[src/logic/sti_pkg.sv]
// Purpose: Shared constants and carriers for the status bit inserter
// Assumes: 32-bit AXI4-Lite register bus, byte address is four times index
// Notes: Register reset values encode the channel-status defaults
package sti_pkg;
  // Register indices, byte address is index times four
  localparam logic [7:0] IDX_CTRL = 8'h1E;
  localparam logic [7:0] IDX_CS1 = 8'h1F;
  localparam logic [7:0] IDX_CAT = 8'h20;
  localparam logic [7:0] IDX_SRC = 8'h21;
  localparam logic [7:0] IDX_RATE = 8'h22;
  localparam logic [7:0] IDX_WLEN = 8'h23;
  localparam logic [7:0] IDX_STAT = 8'h24;
  // Reset values
  localparam logic [7:0] RST_CTRL = 8'h00;
  localparam logic [7:0] RST_CS1 = 8'h00;
  localparam logic [7:0] RST_CAT = 8'h00;
  localparam logic [7:0] RST_SRC = 8'h00;
  localparam logic [7:0] RST_RATE = 8'h31;
  localparam logic [7:0] RST_WLEN = 8'h0B;
  // Writable bit masks, reserved bits read zero
  localparam logic [7:0] MSK_CTRL = 8'h07;
  localparam logic [7:0] MSK_RATE = 8'h3F;
  // Control fields
  localparam int CTRL_OVW = 2;
  localparam logic [1:0] SRC_RECEIVER = 2'h0;
  // Block geometry and bus response codes
  localparam logic [7:0] BLOCK_LAST = 8'hBF;
  localparam logic [7:0] CS_USED = 8'h28;
  localparam logic [1:0] RESP_OKAY = 2'h0;
  localparam logic [1:0] RESP_SLVERR = 2'h2;

  // One sub-frame request from the framer
  typedef struct packed {
    logic strobe;
    logic second;
    logic blockStart;
    logic [23:0] audio;
  } sti_sub_s;

  // Bits recovered by the receiver for the same sub-frame
  typedef struct packed {
    logic valid;
    logic user;
    logic status;
  } sti_rx_s;

  // Inserted bits toward the framer
  typedef struct packed {
    logic strobe;
    logic valid;
    logic user;
    logic status;
    logic parity;
  } sti_bits_s;
endpackage : sti_pkg

[src/logic/sti_status_insert.sv]
// Purpose: Validity, user, channel-status and parity bit insertion
// Assumes: One sub-frame strobe at most per cycle, inputs synchronous to clk
// Notes: Five channel-status registers plus control and status over AXI
`timescale 1ns/1ps
`default_nettype none
module sti_status_insert (
  // Clock and reset
  input wire logic clk,
  input wire logic rst,
  // AXI4-Lite write address and data
  input wire logic [31:0] s_axi_awaddr,
  input wire logic s_axi_awvalid,
  output logic s_axi_awready,
  input wire logic [31:0] s_axi_wdata,
  input wire logic [3:0] s_axi_wstrb,
  input wire logic s_axi_wvalid,
  output logic s_axi_wready,
  // AXI4-Lite write response
  output logic [1:0] s_axi_bresp,
  output logic s_axi_bvalid,
  input wire logic s_axi_bready,
  // AXI4-Lite read
  input wire logic [31:0] s_axi_araddr,
  input wire logic s_axi_arvalid,
  output logic s_axi_arready,
  output logic [31:0] s_axi_rdata,
  output logic [1:0] s_axi_rresp,
  output logic s_axi_rvalid,
  input wire logic s_axi_rready,
  // Sub-frame request and recovered bits
  input wire sti_pkg::sti_sub_s subIn,
  input wire sti_pkg::sti_rx_s rxBits,
  // Inserted bits toward the framer
  output sti_pkg::sti_bits_s bitsOut
);
  import sti_pkg::*;

  typedef struct packed {
    logic [7:0] ctrl;
    logic [7:0] cs1;
    logic [7:0] cat;
    logic [7:0] srcCh;
    logic [7:0] rate;
    logic [7:0] wlen;
    logic [7:0] frameIdx;
    logic awHeld;
    logic [7:0] awIdx;
    logic awBad;
    logic wHeld;
    logic [7:0] wByte;
    logic wEn;
    logic bValid;
    logic [1:0] bResp;
    logic rValid;
    logic [1:0] rResp;
    logic [31:0] rData;
    sti_bits_s bits;
  } sti_state_s;

  sti_state_s st_q;
  sti_state_s st_d;

  // Register index of a byte address; upper or misaligned bits mark it bad
  // Only byte lane zero carries data; the upper lanes are ignored
  function automatic logic [7:0] regIdx(input logic [31:0] addr);
    regIdx = addr[9:2];
  endfunction : regIdx

  function automatic logic badAddr(input logic [31:0] addr);
    badAddr = (addr[31:10] != 22'h000000) || (addr[1:0] != 2'h0);
  endfunction : badAddr

  // Channel id field to status bits 23:20
  function automatic logic [3:0] chanMap(input logic [1:0] id);
    case (id)
      2'h1: chanMap = 4'h1;
      2'h2: chanMap = 4'h2;
      default: chanMap = 4'h0;
    endcase
  endfunction : chanMap

  // Forty configured status bits for one sub-frame position
  // Bits 31:30 are sent as zero; no register field programs them
  function automatic logic [39:0] csVector(input sti_state_s s,
                                           input logic second);
    logic [1:0] id;
    id = second ? s.srcCh[7:6] : s.srcCh[5:4];
    csVector = {s.wlen[7:4], // original rate, bits 39:36
                s.wlen[3:1],
                s.wlen[0],
                2'h0,
                s.rate[5:4],
                s.rate[3:0],
                chanMap(id),
                s.srcCh[3:0],
                s.cat,
                s.cs1[7:6],
                s.cs1[5:3],
                s.cs1[2],
                s.cs1[1],
                s.cs1[0]};
  endfunction : csVector

  // Status register readback image for an index
  // Unmapped indices read zero; the bus answer already flags the error
  function automatic logic [7:0] readReg(input sti_state_s s,
                                         input logic [7:0] idx);
    case (idx)
      IDX_CTRL: readReg = s.ctrl;
      IDX_CS1: readReg = s.cs1;
      IDX_CAT: readReg = s.cat;
      IDX_SRC: readReg = s.srcCh;
      IDX_RATE: readReg = s.rate;
      IDX_WLEN: readReg = s.wlen;
      IDX_STAT: readReg = s.frameIdx;
      default: readReg = 8'h00;
    endcase
  endfunction : readReg

  // Mapped window runs from the control index up to the status index
  function automatic logic mapped(input logic [7:0] idx);
    mapped = (idx >= IDX_CTRL) && (idx <= IDX_STAT);
  endfunction : mapped

  // Handshake readies straight from held state
  // A pending response blocks new writes, so one write is under way at most
  assign s_axi_awready = !st_q.awHeld && !st_q.bValid;
  assign s_axi_wready = !st_q.wHeld && !st_q.bValid;
  assign s_axi_arready = !st_q.rValid;
  assign s_axi_bvalid = st_q.bValid;
  assign s_axi_bresp = st_q.bResp;
  assign s_axi_rvalid = st_q.rValid;
  assign s_axi_rresp = st_q.rResp;
  assign s_axi_rdata = st_q.rData;
  assign bitsOut = st_q.bits;

  // Next state: bus slave, frame tracking and bit insertion
  always_comb begin
    logic [7:0] idx;
    logic [39:0] cs;
    logic csBit;
    logic fromRx;
    idx = 8'h00;
    cs = 40'h0;
    csBit = 1'b0;
    fromRx = 1'b0;
    st_d = st_q;
    st_d.bits.strobe = 1'b0;

    // Address and data are captured independently, in either order
    if (s_axi_awvalid && s_axi_awready) begin
      st_d.awHeld = 1'b1;
      st_d.awIdx = regIdx(s_axi_awaddr);
      st_d.awBad = badAddr(s_axi_awaddr) || !mapped(regIdx(s_axi_awaddr));
    end
    if (s_axi_wvalid && s_axi_wready) begin
      st_d.wHeld = 1'b1;
      st_d.wByte = s_axi_wdata[7:0];
      st_d.wEn = s_axi_wstrb[0];
    end
    // Commit once both halves are held; the status index is read-only
    // A cleared lane-zero strobe still answers OKAY but changes nothing
    if (st_q.awHeld && st_q.wHeld) begin
      st_d.awHeld = 1'b0;
      st_d.wHeld = 1'b0;
      st_d.bValid = 1'b1;
      st_d.bResp = st_q.awBad ? RESP_SLVERR : RESP_OKAY;
      if (!st_q.awBad && st_q.wEn) begin
        case (st_q.awIdx)
          IDX_CTRL: st_d.ctrl = st_q.wByte & MSK_CTRL;
          IDX_CS1: st_d.cs1 = st_q.wByte;
          IDX_CAT: st_d.cat = st_q.wByte;
          IDX_SRC: st_d.srcCh = st_q.wByte;
          IDX_RATE: st_d.rate = st_q.wByte & MSK_RATE;
          IDX_WLEN: st_d.wlen = st_q.wByte;
          default: st_d.ctrl = st_q.ctrl;
        endcase
      end
    end
    if (st_q.bValid && s_axi_bready) begin
      st_d.bValid = 1'b0;
    end

    // Reads answer one cycle after the address is taken
    if (st_q.rValid && s_axi_rready) begin
      st_d.rValid = 1'b0;
    end
    if (s_axi_arvalid && s_axi_arready) begin
      idx = regIdx(s_axi_araddr);
      st_d.rValid = 1'b1;
      if (badAddr(s_axi_araddr) || !mapped(idx)) begin
        st_d.rResp = RESP_SLVERR;
        st_d.rData = 32'h00000000;
      end else begin
        st_d.rResp = RESP_OKAY;
        st_d.rData = {24'h000000, readReg(st_q, idx)};
      end
    end

    // Sub-frame insertion; a block start forces frame index zero
    if (subIn.strobe) begin
      idx = subIn.blockStart ? 8'h00 : st_q.frameIdx;
      cs = csVector(st_q, subIn.second);
      csBit = (idx < CS_USED) ? cs[idx[5:0]] : 1'b0;
      // Every source code other than the receiver means locally built bits
      fromRx = (st_q.ctrl[1:0] == SRC_RECEIVER);
      st_d.bits.strobe = 1'b1;
      st_d.bits.valid = fromRx ? rxBits.valid : 1'b0;
      st_d.bits.user = fromRx ? rxBits.user : 1'b0;
      st_d.bits.status = (fromRx && !st_q.ctrl[CTRL_OVW]) ?
                         rxBits.status : csBit;
      // Parity is taken over the bits just chosen, so the value sent always
      // matches the bits that leave with the same strobe
      st_d.bits.parity = ^{subIn.audio, st_d.bits.valid, st_d.bits.user,
                           st_d.bits.status};
      // Frame count advances after the second sub-frame only
      // The block length is fixed; a late block start just restarts the count
      if (subIn.second) begin
        st_d.frameIdx = (idx == BLOCK_LAST) ? 8'h00 : idx + 8'h01;
      end else begin
        st_d.frameIdx = idx;
      end
    end
  end

  // State register with synchronous reset
  // Register defaults come from the package so reads after reset match
  always_ff @(posedge clk) begin
    if (rst) begin
      st_q <= '0;
      st_q.ctrl <= RST_CTRL;
      st_q.cs1 <= RST_CS1;
      st_q.cat <= RST_CAT;
      st_q.srcCh <= RST_SRC;
      st_q.rate <= RST_RATE;
      st_q.wlen <= RST_WLEN;
    end else begin
      st_q <= st_d;
    end
  end

  // Checks on the inserted bits, frame index, reset values and bus answers
  validity_zero_a: assert property (@(posedge clk) disable iff (rst)
    bitsOut.strobe && ($past(st_q.ctrl[1:0]) != SRC_RECEIVER)
    |-> !bitsOut.valid) else $error("validity not zero");
  user_zero_a: assert property (@(posedge clk) disable iff (rst)
    bitsOut.strobe && ($past(st_q.ctrl[1:0]) != SRC_RECEIVER)
    |-> !bitsOut.user) else $error("user bit not zero");
  even_parity_a: assert property (@(posedge clk) disable iff (rst)
    bitsOut.strobe |-> (^{$past(subIn.audio), bitsOut.valid, bitsOut.user,
    bitsOut.status, bitsOut.parity}) == 1'b0)
    else $error("parity not even");
  status_pass_a: assert property (@(posedge clk) disable iff (rst)
    subIn.strobe && (st_q.ctrl[1:0] == SRC_RECEIVER) && !st_q.ctrl[CTRL_OVW]
    |=> bitsOut.status == $past(rxBits.status))
    else $error("status not forwarded");
  tail_zero_a: assert property (@(posedge clk) disable iff (rst)
    subIn.strobe && !subIn.blockStart && (st_q.frameIdx >= CS_USED) &&
    (st_q.ctrl[1:0] != SRC_RECEIVER) |=> !bitsOut.status)
    else $error("status beyond bit 39 set");
  frame_wrap_a: assert property (@(posedge clk) disable iff (rst)
    subIn.strobe && subIn.second && !subIn.blockStart &&
    (st_q.frameIdx == BLOCK_LAST) |=> st_q.frameIdx == 8'h00)
    else $error("frame index did not wrap");
  frame_range_a: assert property (@(posedge clk) disable iff (rst)
    st_q.frameIdx <= BLOCK_LAST) else $error("frame index out of range");
  rate_reset_a: assert property (@(posedge clk)
    rst |=> (st_q.rate == RST_RATE) && (st_q.wlen == RST_WLEN))
    else $error("status reset values wrong");
  left_id_a: assert property (@(posedge clk) disable iff (rst)
    subIn.strobe && !subIn.second && !subIn.blockStart &&
    (st_q.frameIdx == 8'h14) && (st_q.srcCh[5:4] == 2'h1) &&
    st_q.ctrl[CTRL_OVW] |=> bitsOut.status)
    else $error("left channel id not sent");
  read_answer_a: assert property (@(posedge clk) disable iff (rst)
    s_axi_arvalid && s_axi_arready |=> s_axi_rvalid)
    else $error("read answer late");
  write_hold_a: assert property (@(posedge clk) disable iff (rst)
    s_axi_bvalid && !s_axi_bready |=> s_axi_bvalid)
    else $error("write response dropped");

  // Bus and link checks below watch only what this block drives
  // Reset leaves the bus idle with every ready raised
  ready_reset_a: assert property (@(posedge clk)
    rst |=> s_axi_awready && s_axi_wready && s_axi_arready &&
    !s_axi_bvalid && !s_axi_rvalid) else $error("bus not idle after reset");
  // Reset clears the line bits so no stale strobe reaches the framer
  bits_reset_a: assert property (@(posedge clk)
    rst |=> bitsOut == '0) else $error("line bits not cleared");
  // Each request gives one answer strobe exactly one cycle later
  strobe_answer_a: assert property (@(posedge clk) disable iff (rst)
    subIn.strobe |=> bitsOut.strobe)
    else $error("answer strobe missing");
  // No request, no answer strobe
  strobe_idle_a: assert property (@(posedge clk) disable iff (rst)
    !subIn.strobe |=> !bitsOut.strobe)
    else $error("answer strobe without request");
  // Bit values stand until the next request
  bits_hold_a: assert property (@(posedge clk) disable iff (rst)
    !subIn.strobe |=> $stable({bitsOut.valid, bitsOut.user,
    bitsOut.status, bitsOut.parity}))
    else $error("line bits changed without request");
  // Receiver source forwards the recovered validity
  rx_valid_a: assert property (@(posedge clk) disable iff (rst)
    subIn.strobe && (st_q.ctrl[1:0] == SRC_RECEIVER)
    |=> bitsOut.valid == $past(rxBits.valid)) else $error("validity lost");
  // Receiver source forwards the recovered user bit
  rx_user_a: assert property (@(posedge clk) disable iff (rst)
    subIn.strobe && (st_q.ctrl[1:0] == SRC_RECEIVER)
    |=> bitsOut.user == $past(rxBits.user)) else $error("user bit lost");
  // With overwrite, frame zero carries the consumer flag from the register
  consumer_bit_a: assert property (@(posedge clk) disable iff (rst)
    subIn.strobe && subIn.blockStart && !subIn.second &&
    st_q.ctrl[CTRL_OVW] |=> bitsOut.status == $past(st_q.cs1[0]))
    else $error("consumer flag not sent");
  // Frame index steps by one after the second sub-frame
  frame_step_a: assert property (@(posedge clk) disable iff (rst)
    subIn.strobe && subIn.second && !subIn.blockStart &&
    (st_q.frameIdx != BLOCK_LAST)
    |=> st_q.frameIdx == $past(st_q.frameIdx) + 8'h01)
    else $error("frame index did not step");
  // A first sub-frame without a block start never moves the index
  frame_keep_a: assert property (@(posedge clk) disable iff (rst)
    subIn.strobe && !subIn.second && !subIn.blockStart
    |=> $stable(st_q.frameIdx)) else $error("frame index moved early");
  // A block start restarts the count at zero
  frame_start_a: assert property (@(posedge clk) disable iff (rst)
    subIn.strobe && subIn.blockStart && !subIn.second
    |=> st_q.frameIdx == 8'h00) else $error("block start ignored");
  // Right mark on the second sub-frame sets status bit 21
  right_id_a: assert property (@(posedge clk) disable iff (rst)
    subIn.strobe && subIn.second && !subIn.blockStart &&
    (st_q.frameIdx == 8'h15) && (st_q.srcCh[7:6] == 2'h2) &&
    st_q.ctrl[CTRL_OVW] |=> bitsOut.status)
    else $error("right channel id not sent");
  // Left mark on the first sub-frame keeps status bit 21 low
  left_clear_a: assert property (@(posedge clk) disable iff (rst)
    subIn.strobe && !subIn.second && !subIn.blockStart &&
    (st_q.frameIdx == 8'h15) && (st_q.srcCh[5:4] == 2'h1) &&
    st_q.ctrl[CTRL_OVW] |=> !bitsOut.status)
    else $error("left channel id wrong");
  // Reserved control and rate bits always hold zero
  ctrl_mask_a: assert property (@(posedge clk) disable iff (rst)
    ((st_q.ctrl & ~MSK_CTRL) == 8'h00) && ((st_q.rate & ~MSK_RATE) == 8'h00))
    else $error("reserved register bits set");
  // Error answers carry no data
  read_err_a: assert property (@(posedge clk) disable iff (rst)
    s_axi_rvalid && (s_axi_rresp == RESP_SLVERR) |-> s_axi_rdata == 32'h0)
    else $error("error read carries data");
  // Registers are eight bits wide, upper read bits stay zero
  read_upper_a: assert property (@(posedge clk) disable iff (rst)
    s_axi_rvalid |-> s_axi_rdata[31:8] == 24'h0) else $error("upper bits set");
  // Response follows one cycle after both halves are held
  write_commit_a: assert property (@(posedge clk) disable iff (rst)
    st_q.awHeld && st_q.wHeld |=> s_axi_bvalid) else $error("write not answered");
  // Readies stay low while a write response is pending
  ready_block_a: assert property (@(posedge clk) disable iff (rst)
    s_axi_bvalid |-> !s_axi_awready && !s_axi_wready) else $error("ready early");
  // A pending read answer holds the read address ready low
  read_block_a: assert property (@(posedge clk) disable iff (rst)
    s_axi_rvalid |-> !s_axi_arready) else $error("read ready early");
endmodule : sti_status_insert
`default_nettype wire

[config.mk]
export PLATFORM = sky130hd
export DESIGN_NAME = sti_status_insert
export DESIGN_NICKNAME = d
export VERILOG_FILES = /design/src/logic/sti_pkg.sv /design/src/logic/sti_status_insert.sv
export SDC_FILE = /design/constraint.sdc
export NUM_CORES = 1
export LEC_CHECK = 0
export CORE_MARGIN = 3
export CORE_UTILIZATION = 40
export CTS_CLUSTER_SIZE = 24
export DETAILED_ROUTE_END_ITERATION = 16
export DONT_BUFFER_PORTS = 1
export PLACE_DENSITY = 0.58
export SLEW_MARGIN = 20
export SYNTH_ARGS = -nofsm -noshare
export SYNTH_HDL_FRONTEND = slang
export SYNTH_SLANG_ARGS = --single-unit
export TNS_END_PERCENT = 100
[constraint.sdc]
create_clock -name clk -period 4.7 [get_ports clk]
set_input_delay 0.235 -clock clk [delete_from_list [all_inputs] [get_ports clk]]
set_output_delay 0.235 -clock clk [all_outputs]
set_load 0.02 [all_outputs]
# After elaboration in Yosys (flattened, before gate mapping)
# Index checks and enable logic that the tools add are counted.
dict set report word_totals {
  regBits 112
  inputBits 137
  output_inout_bits 46
  word_cells 103
}
dict set report op_classes {
  add_sub_neg 1
  magnitude_cmp 6
  eq_ne 16
  n_mux 18
  n_reduce_logical 39
}
# operator count
set ops {}
lappend ops {{8-bit by 6-bit equality test with 1-bit output (second input constant)} 9}
lappend ops {{8-bit case mux with 7 select lines} 1}
lappend ops {{22-bit nonzero test} 2}
lappend ops {{35-bit 2-to-1 mux} 1}
lappend ops {{34-bit 2-to-1 mux} 1}
lappend ops {{8-bit by 5-bit equality test with 1-bit output (second input constant)} 4}
lappend ops {{27-bit parity} 1}
lappend ops {{8-bit 2-to-1 mux} 3}
lappend ops {{3-bit AND reduction} 6}
lappend ops {{8-bit by 5-bit greater-or-equal comparator with 1-bit output (second input constant)} 2}
lappend ops {{8-bit by 6-bit less-or-equal comparator with 1-bit output (second input constant)} 2}
lappend ops {{1-bit logical AND} 12}
lappend ops {{8-bit by 1-bit adder with 8-bit output (second input constant)} 1}
lappend ops {{8-bit equality test (second input constant)} 1}
lappend ops {{1-bit zero test} 8}
lappend ops {{8-bit by 6-bit less-than comparator with 1-bit output (second input constant)} 1}
lappend ops {{6-bit by 7-bit less-than comparator with 1-bit output (second input constant)} 1}
lappend ops {{1-bit binary-select mux with 6-bit select} 1}
lappend ops {{1-bit 2-to-1 mux} 6}
lappend ops {{2-bit nonzero test} 3}
lappend ops {{5-bit 2-to-1 mux} 1}
lappend ops {{1-bit logical OR} 4}
lappend ops {{2-bit 2-to-1 mux} 2}
lappend ops {{4-bit 2-to-1 mux} 1}
lappend ops {{other kinds (5)} 6}

# Depth between registers and ports, before layout
dict set report depth {
  word_depth 10
  mapped_depth 10
  mapped_depth_nobuf 9
}

# Worst setup path after synthesis
# No wires, ideal clock.
dict set report synth_path {
  path_type {register to register}
  from {register st_q[64] (netlist bit)}
  to {register st_q[68] (netlist bit)}
  setup_ps 128
  arrival_ps 1754
  required_time_ps 4572
  setup_slack_ps 2819
  stages_incl_launch_ff 10
  n_path_buf 1
  synth_period_minus_slack_ps 1881
  path_cell_list {dfxtp_1 > buf_2 > nor2b_1 > ha_1 > and2_1 > and3_1 > a211o_1 > o21ai_1 > a22oi_1 > nor2_1}
}
dict set report synth_between {
  elab_chain_cells 4
  elab_cells_between_ends 5
  cone_classes {1 x add/sub; 1 x eq/ne; 3 x mux}
}
# element line_no
set synth_lines {}
lappend synth_lines {{from (decl)} sti_status_insert.sv:60} ;# sti_state_s st_q;
lappend synth_lines {{from (signal assigned)} sti_status_insert.sv:238} ;# st_q <= st_d;
lappend synth_lines {{8-bit 2-to-1 mux *} sti_status_insert.sv:202} ;# idx = subIn.blockStart ? 8'h00 : st_q.frameIdx;
lappend synth_lines {{8-bit by 1-bit adder with 8-bit output / 8-bit equality test (equally long branches)} sti_status_insert.sv:219} ;# st_d.frameIdx = (idx == BLOCK_LAST) ? 8'h00 : idx + 8'h01;
lappend synth_lines {{8-bit 2-to-1 mux *} sti_status_insert.sv:219}
lappend synth_lines {{8-bit 2-to-1 mux *} sti_status_insert.sv:218} ;# if (subIn.second) begin
# Every way passes the cells marked *; elsewhere a longest branch is shown, timed or not.
# A chain may end at the register's enable or synchronous reset.

# Final worst setup path
dict set report layout_path {
  from {register st_q[63] (netlist bit)}
  to {register st_q (netlist bit bitsOut[0])}
}
dict set report layout_between {
  elab_chain_cells 6
  elab_cells_between_ends 7
  cone_classes {1 x order compare; 5 x mux; 1 x reduce/logical}
}
# element line_no
set layout_lines {}
lappend layout_lines {{8-bit 2-to-1 mux *} sti_status_insert.sv:202}
lappend layout_lines {{1-bit binary-select mux with 6-bit select} sti_status_insert.sv:204} ;# csBit = (idx < CS_USED) ? cs[idx[5:0]] : 1'b0;
lappend layout_lines {{1-bit 2-to-1 mux (implied by the code)} sti_status_insert.sv:204}
lappend layout_lines {{1-bit 2-to-1 mux *} sti_status_insert.sv:204}
lappend layout_lines {{1-bit 2-to-1 mux *} sti_status_insert.sv:210} ;# st_d.bits.status = (fromRx && !st_q.ctrl[CTRL_OVW]) ?
lappend layout_lines {{27-bit parity *} sti_status_insert.sv:214} ;# st_d.bits.parity = ^{subIn.audio, st_d.bits.valid, st_d.bits.user,
# Every way passes the cells marked *; elsewhere a longest branch is shown, timed or not. The select of a mux whose other input is x is not followed.

==> qor.txt <==
WS Path Type = register to register
Post-synth EDFFs = 0
vias per cell = 5.691
Worst Setup Start Kind = register
chip width = 116.5 µm
post-synthesis sequential area ratio = 0.3525
asr flop ratio synth = 0
Yosys top cell by area = dfxtp_1
IO buf count = 0
antenna violations before repair = 0
#FFs+latches synth = 86
global route overflow = 0
Final Util = 0.4332
TritonRoute pass-1 iters = 5
worst endpoint required time = 4.95 ns
Hold Crit Start = s_axi_wdata[5]
GR Util All Layers = 0.1748
WHS Endpoint = st_q[49]$_SDFFE_PP0P_
Place WS = 2.114 ns
fin crit period = 2.649 ns
Most used DFF post-synth = dfxtp_1
Clock transition at path regs = 0.07 ns
H-tree level count = 3
clk_skew = 0.007403 ns
# DRC = 0
hold path depth = 2
CP arrival = 2.90 ns
Core Area = 11660 µm²
Yosys top cell area share = 0.3525
antenna cells = 0
P per Cell Area = 328.7 nW/µm²
pins over their slew limit = 0
R2R Setup Slk = 2.05 ns
initial drt markers = 254
max-cap check violation count = 0
cts bufs inserted = 9
Num Clock Sinks = 86
total vias in the final route = 3887
r2r endpoint = bitsOut[0]$_SDFFE_PP0P_
Area Overhead vs Synth = 3.432%
die area = 13570 µm²
Placer Congestion = 0.8827
RSZ-0062 raised after global routing = no
Reg-to-Reg Start = st_q[63]$_SDFFE_PP0P_
number of global-route vias before repair = 3645
fin worst setup slack = 2.051 ns
largest net degree at the start of global routing = 79
worst relative slew slack = 0.4334
CTS tree = done
Post-CTS Setup Inserts = 0
WL final = 11840 µm
yosys warns = 0
global-route wire length before repair = 18560 µm
Hold WC Path Type = primary input to register
Nets = 673
Worst-Margin Slew = 0.8488 ns
CP endpoint kind = register
Mapped Area = 4885 µm²
Mapped Cells = 565
Post-CTS Resized = 0
Routed Antenna Nets = 0
Setup Total Neg Slack = 0 ns
Final setup viols = 0
DR WL/cell = 17.33 µm
Max Fclk = 377.6 MHz
top post-synthesis cells by area = dfxtp_1 35%, mux2i_1 9.8%, buf_4 6.6%, nor2_1 5.5%, nand2_1 4.7%
Lkg Pwr = 1.908 nW
Initial Utilization = 0.4188
Worst Path Max Fanout = 20
Syn Area/Cell = 8.645 µm²
Clk Latency, worst-skew pair = 0.34 ns
Yosys cell types = 63
CTS root buffer = clkbuf_16
worst r2r path cells = 6
cell row count = 39
Die H = 116.5 µm
Final period util = 0.5635
final hold vios = 0
Clock Path Buffers = 2
num ports = 183
status = finished, final reports clean
share of layout cells above drive strength 1 = 0.06852
post-DP HPWL = 8821 µm
maximum VDD drop = 0.2084 mV
-- worst max-delay path by stage --
stage	from	to	slack, ns	depth (start not counted)
3_5_place_dp	st_q[63]$_SDFFE_PP0P_	bitsOut[0]$_SDFFE_PP0P_	2.11	6
4_1_cts	st_q[63]$_SDFFE_PP0P_	bitsOut[0]$_SDFFE_PP0P_	2.09	6
3_3_place_gp	st_q[63]$_SDFFE_PP0P_	bitsOut[0]$_SDFFE_PP0P_	2.10	6
5_1_grt	st_q[63]$_SDFFE_PP0P_	st_q[68]$_SDFFE_PP0P_	1.86	9
6_report	st_q[63]$_SDFFE_PP0P_	bitsOut[0]$_SDFFE_PP0P_	2.05	6
2_1_floorplan	st_q[64]$_SDFFE_PP0P_	st_q[68]$_SDFFE_PP0P_	2.82	9
-- cell usage after synthesis (4+ instances only) --
library cell,n
dfxtp_1,86
xnor2_1,19
clkbuf_1,14
buf_2,9
o21ai_0,14
and2_1,5
a21oi_1,37
mux2i_1,48
a221o_1,5
nor2b_1,13
nor4_1,13
a22oi_1,11
o21ai_1,6
nand4_1,6
mux4_2,9
buf_4,43
nor2_1,71
nand3_1,8
inv_1,7
nor3_1,4
nand2_1,61
nand2b_1,9
-- cell usage in the layout, fill, tap and decap left out, drive strengths merged, types with 13 or more instances in the layout --
cell type,n
conb,26
nand2,61
o21ai,20
nor4,15
a21oi,37
dfxtp,86
xnor2,19
mux2i,48
nor2,71
nor2b,13
-- metrics by stage --
| stage | std cells | power [mW] | cell area [µm²] | hold slack [ns] |
|---|---|---|---|---|
| after floorplan | 590 | 0.9814 | 4979 | 0.3340 |
| after global placement | 665 | 0.9643 | 4722 | 0.3094 |
| after detailed placement | 665 | 0.9673 | 4722 | 0.3124 |
| after CTS | 683 | 1.680 | 5052 | 0.008358 |
| after global routing | 683 | 1.726 | 5052 | 0.01771 |
| final | 683 | 1.661 | 5052 | 0.01946 |
-- power breakdown --
group / total (mW) / internal (mW) / switching, mW / leakage, nW
clock: 0.699 / 0.382 / 0.317 / 0.142
sequential: 0.785 / 0.749 / 0.0356 / 0.698
combinational: 0.177 / 0.0832 / 0.0936 / 1.07
total: 1.66 / 1.21 / 0.446 / 1.91
-- layer usage --
layer  GRT usage  share of wire  vias up
met5           0              0        -
met4     0.04640          0.011        0
met3     0.04145          0.056       11
met2      0.2811           0.48      131
met1      0.2364           0.46     1871
li1            -              -     1874
-- state kept, by name, indices dropped and copies added (netlist names) --
register	count
st_q	69
s_axi_rdata	8
s_axi_rvalid	1
s_axi_bresp	1
s_axi_bvalid	1
bitsOut	5
s_axi_rresp	1
-- cells by family (layout without fill, tap and decap cells) --
family | after synthesis | count (layout) | share of synthesized area
fa+ha+maj | 1 | 1 | 0.002561
simple gates | 218 | 218 | 0.2231
other cells | 1 | 26 | 0.0007677
xor+xnor | 23 | 23 | 0.04688
buf+inv | 78 | 28 | 0.09682
flops | 86 | 86 | 0.3525
mux | 62 | 62 | 0.1514
compound gates | 96 | 96 | 0.1260
-- area by class of cell --
| class | count | area [µm²] |
|---|---|---|
| clock buffer | 10 | 239.0 |
| fill | 1173 | 6610 |
| sequential | 86 | 1722 |
| inverter | 10 | 37.54 |
| tap | 143 | 178.9 |
| clock inverter | 6 | 53.80 |
| timing repair buffer | 2 | 37.54 |
| multi-input combinational | 426 | 2784 |
-- critical path, stage by stage (launching register included) --
cell and delay [ns]:
dfxtp_1 0.87, nand2b_1 0.40, mux2_2 0.32, nor4_1 0.04, o32a_1 0.41, o21a_1 0.22, o41ai_2 0.29
-- timing repair --
| action | in CTS | in global routing |
|---|---|---|
| endpoints found under the setup margin | 0 | 0 |
| hold endpoints to repair | 78 | 0 |
| hold buffers | 2 | 0 |
No activity file was read; power rests on OpenSTA's default activity.
